## config.mk

```make
export PLATFORM = sky130hd
export DESIGN_NAME = pllcfg_decode
export DESIGN_NICKNAME = d
export VERILOG_FILES = /design/src/rtl/pllcfg_pkg.sv /design/src/rtl/pllcfg_decode.sv
export VERILOG_INCLUDE_DIRS = /design/src /design/src/rtl
export SDC_FILE = /design/constraint.sdc
export NUM_CORES = 1
export LEC_CHECK = 0
export BUFFER_PORTS_ARGS = -buffer_cell sky130_fd_sc_hd__buf_2
export CAP_MARGIN = 0
export CELL_PAD_IN_SITES_DETAIL_PLACEMENT = 1
export CELL_PAD_IN_SITES_GLOBAL_PLACEMENT = 1
export CORE_MARGIN = 1.5
export CORE_UTILIZATION = 38
export DETAILED_ROUTE_END_ITERATION = 6
export GPL_TIMING_DRIVEN = 0
export PLACE_DENSITY_LB_ADDON = 0.1
export RECOVER_POWER = 100
export SLEW_MARGIN = 20
export SYNTH_ARGS = -nofsm -noshare
export SYNTH_HDL_FRONTEND = slang
export SYNTH_SLANG_ARGS = --single-unit
```

## constraint.sdc

```tcl
create_clock -name pclk -period 1 [get_ports pclk]
set_input_delay 0.2 -clock pclk [delete_from_list [all_inputs] [get_ports pclk]]
set_output_delay 0.2 -clock pclk [all_outputs]
set_load 0.02 [all_outputs]
```

## src/rtl/pllcfg_map.svh

```systemverilog
`ifndef PLLCFG_MAP_SVH
`define PLLCFG_MAP_SVH
// Byte addresses of the configuration image words, the status word and the decode word
`define PLLCFG_ADDR_CFG_LO 12'h000
`define PLLCFG_ADDR_CFG_HI 12'h004
`define PLLCFG_ADDR_STATUS 12'h008
`define PLLCFG_ADDR_DECODE 12'h00c
// Field positions within the 64-bit image
`define PLLCFG_REF_LSB 0
`define PLLCFG_REF_MSB 11
`define PLLCFG_P1_LSB 16
`define PLLCFG_P2_LSB 18
`define PLLCFG_P3_LSB 20
`define PLLCFG_RSV_LSB 22
`define PLLCFG_FBK_LSB 24
`define PLLCFG_FBK_MSB 37
`define PLLCFG_FBK_A_MSB 26
`define PLLCFG_FBK_M_LSB 27
`define PLLCFG_MAIN_PUMP_CURRENT_LSB 40
`define PLLCFG_FILTER_TIME_CONSTANT_BIT 43
`define PLLCFG_VCO_RANGE_SELECT_BIT 44
`define PLLCFG_XROM_LSB 49
`define PLLCFG_XROM_MSB 51
`define PLLCFG_CRYSTAL_PUMP_CURRENT_LSB 52
`define PLLCFG_SWAP_BIT 54
`define PLLCFG_XPD_BIT 55
`define PLLCFG_XCT_LSB 56
`define PLLCFG_XCT_MSB 59
`define PLLCFG_CMOS_BIT 60
`define PLLCFG_FINE_BIT 61
`define PLLCFG_STAT_LSB 62
`define PLLCFG_STAT_MSB 63
// Reset image and divider constants
`define PLLCFG_CFG_RESET 64'h0000_0000_0000_0000
`define PLLCFG_XDIV_PD 13'h0000
`define PLLCFG_XDIV_1 13'h0001
`define PLLCFG_XDIV_3072 13'h0c00
`define PLLCFG_XDIV_3156 13'h0c54
`define PLLCFG_XDIV_2430 13'h097e
`define PLLCFG_XDIV_2500 13'h09c4
`define PLLCFG_XDIV_4000 13'h0fa0
`define PLLCFG_XDIV_3375 13'h0d2f
`define PLLCFG_XROM_PD 3'h7
// Pump currents in tenths of a microamp
`define PLLCFG_I_1P5 8'h0f
`define PLLCFG_I_5 8'h32
`define PLLCFG_I_8 8'h50
`define PLLCFG_I_24 8'hf0
`endif

```

## src/rtl/pllcfg_pkg.sv

```systemverilog
package pllcfg_pkg;
    // What the lock indicator pin reports
    typedef enum logic [1:0] {
        PLLCFG_SRC_XLOCK,
        PLLCFG_SRC_XRANGE,
        PLLCFG_SRC_PHASE,
        PLLCFG_SRC_FBK
    } pllcfg_stat_t;
endpackage

```

## src/rtl/pllcfg_decode.sv

```systemverilog
// Notes on behaviour
// - Status mode bits 63:62 select lock pin source among four loop signals.
// - In CMOS mode pin is high for locked/high range; mode bit reads pin.
// - VCO speed bit 44: 0 high range, 1 low range.
// - Main pump code 41:40 gives 1.5, 5, 8 or 24 uA.
// - Filter bit 43: 0 short 13.5 us, 1 long 135 us.
// - Reference modulus is image bits 11:0 unsigned.
// - Feedback field 37:24; low three bits A counter, upper eleven M.
// - First post divider codes give 1, 2, 4, 8.
// - Second post divider codes give 1, 3, 5, 4.
// - Third post divider codes give 1, 3, 5, 4.
// - Crystal pump code 53:52 gives 1.5, 5, 8 or 24 uA.
// - Bits 51:49 pick crystal divider from table; one code powers oscillator down.
// - Fine tune enable bit 61: 0 inactive, 1 active.
// - Polarity bit 54: 0 rising VCXO, 1 inverted sense for internal oscillator.
// - Bit 55: 0 crystal loop runs, 1 crystal loop powered down.
// - Coarse code 59:56 selects crystal load capacitance step.
// - Table: 000 div 1, then 3072,3156,2430,2500,4000,3375; 111 power-down.
// - Output bit 60: 0 PECL drive, 1 CMOS with lock indicator.
//
// The placing of the registers and register access over APB were left to the implementer.
`timescale 1ns/1ps
`default_nettype none
`include "pllcfg_map.svh"
module pllcfg_decode (
    // Clock and reset
    input wire logic pclk,
    input wire logic presetn,
    // APB slave
    input wire logic psel,
    input wire logic penable,
    input wire logic pwrite,
    input wire logic [11:0] paddr,
    input wire logic [31:0] pwdata,
    input wire logic [3:0] pstrb,
    output logic [31:0] prdata,
    output logic pready,
    output logic pslverr,
    // Loop status inputs from analog blocks, asynchronous
    input wire logic crystal_locked,
    input wire logic crystal_range_high,
    input wire logic main_phase_aligned,
    input wire logic feedback_divider_out,
    // Lock status pin
    output logic lock_indicator_pin,
    output logic lock_indicator_pin_oe,
    // Main loop controls
    output logic vco_range_select,
    output logic [7:0] main_pump_current,
    output logic filter_time_constant,
    // Dividers
    output logic [11:0] reference_modulus,
    output logic [13:0] feedback_modulus,
    output logic [2:0] feedback_a_count,
    output logic [10:0] feedback_m_count,
    output logic [3:0] output_divider_first,
    output logic [2:0] output_divider_second,
    output logic [2:0] output_divider_third,
    // Crystal loop controls
    output logic [7:0] crystal_pump_current,
    output logic [2:0] crystal_divider_select,
    output logic [12:0] crystal_divider_value,
    output logic oscillator_powerdown,
    output logic fine_tune_enable,
    output logic tune_polarity_invert,
    output logic crystal_loop_powerdown,
    output logic [3:0] coarse_load_tune,
    output logic cmos_output_select
);
    logic [63:0] cfg;
    logic [63:0] next_cfg;
    logic [3:0] sync1;
    logic [3:0] sync2;
    logic lock_pin_level;
    logic wr_fire;
    logic [31:0] next_prdata;
    pllcfg_pkg::pllcfg_stat_t stat_src;
    logic next_lock_indicator_pin;
    logic next_lock_indicator_pin_oe;
    logic next_vco_range_select;
    logic [7:0] next_main_pump_current;
    logic next_filter_time_constant;
    logic [11:0] next_reference_modulus;
    logic [13:0] next_feedback_modulus;
    logic [2:0] next_feedback_a_count;
    logic [10:0] next_feedback_m_count;
    logic [3:0] next_output_divider_first;
    logic [2:0] next_output_divider_second;
    logic [2:0] next_output_divider_third;
    logic [7:0] next_crystal_pump_current;
    logic [2:0] next_crystal_divider_select;
    logic [12:0] next_crystal_divider_value;
    logic next_oscillator_powerdown;
    logic next_fine_tune_enable;
    logic next_tune_polarity_invert;
    logic next_crystal_loop_powerdown;
    logic [3:0] next_coarse_load_tune;
    logic next_cmos_output_select;

    // Pump code to current in tenths of a microamp
    function automatic logic [7:0] pump_ua(input logic [1:0] code);
        unique case (code)
            2'h0: pump_ua = `PLLCFG_I_1P5;
            2'h1: pump_ua = `PLLCFG_I_5;
            2'h2: pump_ua = `PLLCFG_I_8;
            2'h3: pump_ua = `PLLCFG_I_24;
        endcase
    endfunction

    // Second and third post dividers share one code map
    function automatic logic [2:0] post_odd(input logic [1:0] code);
        unique case (code)
            2'h0: post_odd = 3'h1;
            2'h1: post_odd = 3'h3;
            2'h2: post_odd = 3'h5;
            2'h3: post_odd = 3'h4;
        endcase
    endfunction

    // Zero wait-state APB: every access completes in its first access cycle
    assign pready = 1'b1;
    assign pslverr = 1'b0;
    assign wr_fire = psel & penable & pwrite;

    // Byte-lane writes into the image; untouched bytes hold their value
    always_comb begin
        next_cfg = cfg;
        for (int b = 0; b < 4; b++) begin
            if (wr_fire && pstrb[b] && paddr == `PLLCFG_ADDR_CFG_LO) begin
                next_cfg[8*b +: 8] = pwdata[8*b +: 8];
            end
            if (wr_fire && pstrb[b] && paddr == `PLLCFG_ADDR_CFG_HI) begin
                next_cfg[32 + 8*b +: 8] = pwdata[8*b +: 8];
            end
        end
        next_cfg[`PLLCFG_RSV_LSB +: 2] = 2'h0;
    end

    always_ff @(posedge pclk or negedge presetn) begin
        if (!presetn) begin
            cfg <= `PLLCFG_CFG_RESET;
        end else begin
            cfg <= next_cfg;
        end
    end

    // Two-flop synchronisers for the asynchronous loop status inputs
    always_ff @(posedge pclk or negedge presetn) begin
        if (!presetn) begin
            sync1 <= 4'h0;
            sync2 <= 4'h0;
        end else begin
            sync1 <= {feedback_divider_out, main_phase_aligned, crystal_range_high, crystal_locked};
            sync2 <= sync1;
        end
    end

    always_comb begin
        stat_src = pllcfg_pkg::pllcfg_stat_t'(cfg[`PLLCFG_STAT_MSB:`PLLCFG_STAT_LSB]);
        unique case (stat_src)
            pllcfg_pkg::PLLCFG_SRC_XLOCK: lock_pin_level = sync2[0];
            pllcfg_pkg::PLLCFG_SRC_XRANGE: lock_pin_level = sync2[1];
            pllcfg_pkg::PLLCFG_SRC_PHASE: lock_pin_level = sync2[2];
            pllcfg_pkg::PLLCFG_SRC_FBK: lock_pin_level = sync2[3];
        endcase
    end

    // Read mux; high image word shows the pin level in mode bit 63 when CMOS bit 60 is set
    always_comb begin
        next_prdata = 32'h0000_0000;
        unique case (paddr)
            `PLLCFG_ADDR_CFG_LO: next_prdata = cfg[31:0];
            `PLLCFG_ADDR_CFG_HI: begin
                next_prdata = cfg[63:32];
                if (cfg[`PLLCFG_CMOS_BIT]) begin
                    next_prdata[`PLLCFG_STAT_MSB - 32] = lock_pin_level;
                end
            end
            `PLLCFG_ADDR_STATUS: next_prdata = {28'h000_0000, sync2};
            `PLLCFG_ADDR_DECODE: next_prdata = {3'h0, oscillator_powerdown, crystal_divider_value,
                                                lock_pin_level, output_divider_third, output_divider_second,
                                                output_divider_first, lock_indicator_pin, 3'h0};
            default: next_prdata = 32'h0000_0000;
        endcase
    end

    // Read data held in a flop, refreshed during setup so it is valid in access
    always_ff @(posedge pclk or negedge presetn) begin
        if (!presetn) begin
            prdata <= 32'h0000_0000;
        end else begin
            prdata <= next_prdata;
        end
    end

    // CMOS drives indicator, PECL leaves pin to programming current
    always_comb begin
        next_lock_indicator_pin = cfg[`PLLCFG_CMOS_BIT] & lock_pin_level;
        next_lock_indicator_pin_oe = cfg[`PLLCFG_CMOS_BIT];
    end

    // Pin flop keeps the pin glitch-free while the source mux switches
    always_ff @(posedge pclk or negedge presetn) begin
        if (!presetn) begin
            lock_indicator_pin <= 1'b0;
            lock_indicator_pin_oe <= 1'b0;
        end else begin
            lock_indicator_pin <= next_lock_indicator_pin;
            lock_indicator_pin_oe <= next_lock_indicator_pin_oe;
        end
    end

    // Decode of the held image; a partial write shows one edge later
    always_comb begin
        next_vco_range_select = cfg[`PLLCFG_VCO_RANGE_SELECT_BIT];
        next_main_pump_current = pump_ua(cfg[`PLLCFG_MAIN_PUMP_CURRENT_LSB +: 2]);
        next_filter_time_constant = cfg[`PLLCFG_FILTER_TIME_CONSTANT_BIT];
        next_reference_modulus = cfg[`PLLCFG_REF_MSB:`PLLCFG_REF_LSB];
        next_feedback_modulus = cfg[`PLLCFG_FBK_MSB:`PLLCFG_FBK_LSB];
        next_feedback_a_count = cfg[`PLLCFG_FBK_A_MSB:`PLLCFG_FBK_LSB];
        next_feedback_m_count = cfg[`PLLCFG_FBK_MSB:`PLLCFG_FBK_M_LSB];
        next_output_divider_first = 4'h1 << cfg[`PLLCFG_P1_LSB +: 2];
        next_output_divider_second = post_odd(cfg[`PLLCFG_P2_LSB +: 2]);
        next_output_divider_third = post_odd(cfg[`PLLCFG_P3_LSB +: 2]);
        next_crystal_pump_current = pump_ua(cfg[`PLLCFG_CRYSTAL_PUMP_CURRENT_LSB +: 2]);
        next_crystal_divider_select = cfg[`PLLCFG_XROM_MSB:`PLLCFG_XROM_LSB];
        next_oscillator_powerdown = cfg[`PLLCFG_XROM_MSB:`PLLCFG_XROM_LSB] == `PLLCFG_XROM_PD;
        unique case (cfg[`PLLCFG_XROM_MSB:`PLLCFG_XROM_LSB])
            3'h0: next_crystal_divider_value = `PLLCFG_XDIV_1;
            3'h1: next_crystal_divider_value = `PLLCFG_XDIV_3072;
            3'h2: next_crystal_divider_value = `PLLCFG_XDIV_3156;
            3'h3: next_crystal_divider_value = `PLLCFG_XDIV_2430;
            3'h4: next_crystal_divider_value = `PLLCFG_XDIV_2500;
            3'h5: next_crystal_divider_value = `PLLCFG_XDIV_4000;
            3'h6: next_crystal_divider_value = `PLLCFG_XDIV_3375;
            3'h7: next_crystal_divider_value = `PLLCFG_XDIV_PD;
        endcase
        next_fine_tune_enable = cfg[`PLLCFG_FINE_BIT];
        next_tune_polarity_invert = cfg[`PLLCFG_SWAP_BIT];
        next_crystal_loop_powerdown = cfg[`PLLCFG_XPD_BIT];
        next_coarse_load_tune = cfg[`PLLCFG_XCT_MSB:`PLLCFG_XCT_LSB];
        next_cmos_output_select = cfg[`PLLCFG_CMOS_BIT];
    end

    // Decoded controls, registered from the held image
    always_ff @(posedge pclk or negedge presetn) begin
        if (!presetn) begin
            vco_range_select <= 1'b0;
            main_pump_current <= `PLLCFG_I_1P5;
            filter_time_constant <= 1'b0;
            reference_modulus <= 12'h000;
            feedback_modulus <= 14'h0000;
            feedback_a_count <= 3'h0;
            feedback_m_count <= 11'h000;
            output_divider_first <= 4'h1;
            output_divider_second <= 3'h1;
            output_divider_third <= 3'h1;
            crystal_pump_current <= `PLLCFG_I_1P5;
            crystal_divider_select <= 3'h0;
            crystal_divider_value <= `PLLCFG_XDIV_1;
            oscillator_powerdown <= 1'b0;
            fine_tune_enable <= 1'b0;
            tune_polarity_invert <= 1'b0;
            crystal_loop_powerdown <= 1'b0;
            coarse_load_tune <= 4'h0;
            cmos_output_select <= 1'b0;
        end else begin
            vco_range_select <= next_vco_range_select;
            main_pump_current <= next_main_pump_current;
            filter_time_constant <= next_filter_time_constant;
            reference_modulus <= next_reference_modulus;
            feedback_modulus <= next_feedback_modulus;
            feedback_a_count <= next_feedback_a_count;
            feedback_m_count <= next_feedback_m_count;
            output_divider_first <= next_output_divider_first;
            output_divider_second <= next_output_divider_second;
            output_divider_third <= next_output_divider_third;
            crystal_pump_current <= next_crystal_pump_current;
            crystal_divider_select <= next_crystal_divider_select;
            crystal_divider_value <= next_crystal_divider_value;
            oscillator_powerdown <= next_oscillator_powerdown;
            fine_tune_enable <= next_fine_tune_enable;
            tune_polarity_invert <= next_tune_polarity_invert;
            crystal_loop_powerdown <= next_crystal_loop_powerdown;
            coarse_load_tune <= next_coarse_load_tune;
            cmos_output_select <= next_cmos_output_select;
        end
    end
endmodule
`default_nettype wire

```

==> key figures <==
Synthesis
  – Register area share after synthesis: 0.6473
  – Commonest cells in the netlist: dfrtp_1, mux2_2, mux2i_1, nand2_1, buf_4
  – Post-synth EDFFs: 0
  – Post-synth top area share: 0.6165
  – Synth Register Bits: 176
  – Synth unique cells: 37
  – Post-Syn Instances: 467
  – Synth Warn #: 0
  – Mean Syn Cell Area: 14.60 µm²
  – Most common cell in the synthesized netlist: dfrtp_1
  – Top post-synthesis cells by area: dfrtp_1, mux2_2, mux2i_1
  – Async set-reset flop share out of synthesis: 1.000
  – Mapped cell area: 6819 µm²
  – Most common flop cell mapped by yosys: dfrtp_1
  – Synth area leader: dfrtp_1

Cells and area
  – Final-stage net count: 763
  – Layout cells sized above 1: 0.5722
  – Fillers: 1678
  – Area Overhead vs Synth: 49.74%

Pwr
  – Lkg Pwr: 5.048 nW
  – Peak supply drop: 1.156 mV
  – Overall power: 14.40 mW
  – PwrDens: 1411 nW/µm²

Clock tree
  – CTS Buf Count: 17
  – H-Tree Depth: 4
  – Max Root-Sink Buffers: 2
  – CTS Root Cell: clkbuf_16
  – Clk slew on worst S/H paths: 60 ps
  – Clock Latency Late Sink: 430 ps
  – # hold bufs at CTS: 7
  – CTS tree: done
  – Clock tree sinks: 176

Floorplan
  – Starting Density: 0.3915
  – Die area: 18760 µm²
  – Die X: 137.0 µm
  – FP Rows: 48
  – Overall die height: 137.0 µm
  – # IOs: 186
  – Core Footprint: 17420 µm²

Drt
  – DRC: 0
  – Detail Route Antenna Nets: 0
  – DRT Pass-1 Iters: 4
  – Wire length per cell: 19.37 µm
  – DR iter-0 viols: 159
  – Final wirelength: 18190 µm
  – Via density: 4.751
  – Vias: 4461

Setup path
  – Worst Setup End Kind: flop
  – Critical Path RT: 1340 ps
  – Critical Path AT: 1960 ps
  – CP peak stage delay: 590 ps
  – CP Cell Sequence: buf_6 -> or4_4 -> buf_12 -> or4_4 -> buf_6 -> nor3_2
  – Crit-path slowest cell: or4_4
  – Crit Path Max Fanout: 10
  – CP startpoint kind: input port
  – Kind of critical path: in -> reg

STA
  – Setup ws final: -617.9 ps
  – Slew @ Worst Pin: 1121 ps
  – Clock Skew: 7.010 ps
  – Setup TNS: -77750 ps
  – Period minus WS final: 1618 ps
  – Hold slack: -4.049 ps
  – Top achievable clock speed: 618.1 MHz
  – Setup violators final: 297
  – Tcrit/Tclk final: 1.618
  – Worst slew margin: 0.2528
  – RSZ-0062 raised after global routing: true
  – Max-slew violations: 0
  – Final hold vios: 1

GRT
  – Vias in the first global route: 4909
  – Antenna violations before repair: 1
  – GRT Residual Overflow: 0
  – Largest net degree at the start of global routing: 98
  – Total track usage: 0.2010
  – Global-route wire length before repair: 27630 µm

Run status
  – Outcome: finished, violations left
  – Failing checks: negative hold slack, negative setup slack

Place
  – HPWL Detailed: 11970 µm
  – Final GP Congestion: 0.7404
  – Port bufs: 182

Min path
  – Worst hold path type: in -> async

Flow run
  – Max-cap violations: 0
## critical path: cells and delay by family
family,cells,cell delay [ps]
buffers and inverters,3,460
AND/OR/NAND/NOR,3,1300
## sequential cells by signal (all words and copies together) (netlist names), 2 cells and up
signal / count
output_divider_first: 4
feedback_a_count: 2
output_divider_third: 3
output_divider_second: 3
sync2: 4
prdata: 32
reference_modulus: 12
feedback_m_count: 11
cfg: 62
coarse_load_tune: 4
sync1: 4
crystal_divider_value: 11
crystal_pump_current: 6
crystal_divider_select: 3
main_pump_current: 6
## layer usage
| layer | vias up | part of all wire | routed length, µm | global-route usage |
|---|---|---|---|---|
| met4 | 0 | 0.0097 | 177 | 0.05731 |
| met1 | 2308 | 0.42 | 7637 | 0.2494 |
| met2 | 121 | 0.52 | 9411 | 0.3400 |
| met5 | - | 0 | 0 | 0 |
| met3 | 11 | 0.053 | 967 | 0.06000 |
| li1 | 2021 | - | - | - |
## power breakdown
| group | internal (mW) | switching, mW | leakage [nW] | total, mW |
|---|---|---|---|---|
| Clock | 3.94 | 2.72 | 0.285 | 6.66 |
| Sequential | 7.14 | 0.0105 | 2.41 | 7.15 |
| Combinational | 0.222 | 0.373 | 2.35 | 0.595 |
## cells in the final DEF (no fill, tap or decap), types with 4 or more instances in the layout
master         count
nand2_1           21
or2_2             22
dlygate4sd3_1      7
dfstp_2            8
nor2_1             7
nor2b_1            6
clkbuf_1          15
mux2i_1           32
a2bb2oi_1          5
buf_4             18
mux2_2             8
ha_4               5
inv_1              5
dfrtp_1          167
nor4_4             9
buf_12             6
a21oi_1           19
clkinv_2           4
clkbuf_8           5
buf_6            153
or4bb_1            4
nand2_2            4
mux2_4            56
buf_2             57
clkbuf_16         17
## cell type report
class / instances / area, µm² / area share
clock buffers: 23 / 488.0 / 0.04779
plain buffers: 47 / 406.6 / 0.03982
flip-flops and latches: 176 / 4415 / 0.4324
repair buffers: 214 / 2077 / 0.2034
inverters: 8 / 36.28 / 0.003554
multi-input cells: 236 / 2397 / 0.2348
well taps: 225 / 281.5 / 0.02757
clock inverters: 9 / 106.4 / 0.01042
diodes: 1 / 2.502 / 0.0002451
## repair_timing
action | in CTS | in global routing
hold endpoints to repair | 83 | 76
pin swaps | 13 | 10
gates cloned | 1 | 0
gates resized for setup | 336 | 40
buffers inserted | 18 | 5
setup endpoints to repair | 231 | 228
## through the flow
stage	cells	worst slack (ps)	area [µm²]	hold slack [ps]	utilization
after floorplan	468	-866.2	6850	-95.59	-
after global placement	875	-2943	8043	311.6	0.4618
after detailed placement	876	-1409	8080	219.1	0.4639
after CTS	933	-593.8	10050	-242.0	0.5769
after global routing	938	-642.9	10210	13.01	0.5861
final	939	-617.9	10210	-4.049	0.5863
## worst paths after layout
kind                                      from                             end  cells after the start  slack [ps]
max                                   paddr[8]            prdata[27]$_DFF_PN0_                      6        -620
max reg2reg                cfg[62]$_DFFE_PN0P_            prdata[31]$_DFF_PN0_                      3        -270
min reg2reg                 sync1[1]$_DFF_PN0_              sync2[1]$_DFF_PN0_                      0         350
min                                    presetn   feedback_m_count[3]$_DFF_PN0_                      1          -4
min in group pclk                    pwdata[7]              cfg[7]$_DFFE_PN0P_                      2          20
max in group asynchronous              presetn  main_pump_current[3]$_DFF_PN1_                      2         -50
## logic make-up after synthesis
kind of cell               share of synthesized area
muxes                                         0.1560
buffers and inverters                        0.05064
adders and majority gates                    0.01101
AOI/OAI and AO/OA                            0.02661
DFF                                           0.6473
other                                       0.001101
and+or+nand+nor                               0.1073
No activity file was read; power rests on OpenSTA's default activity.
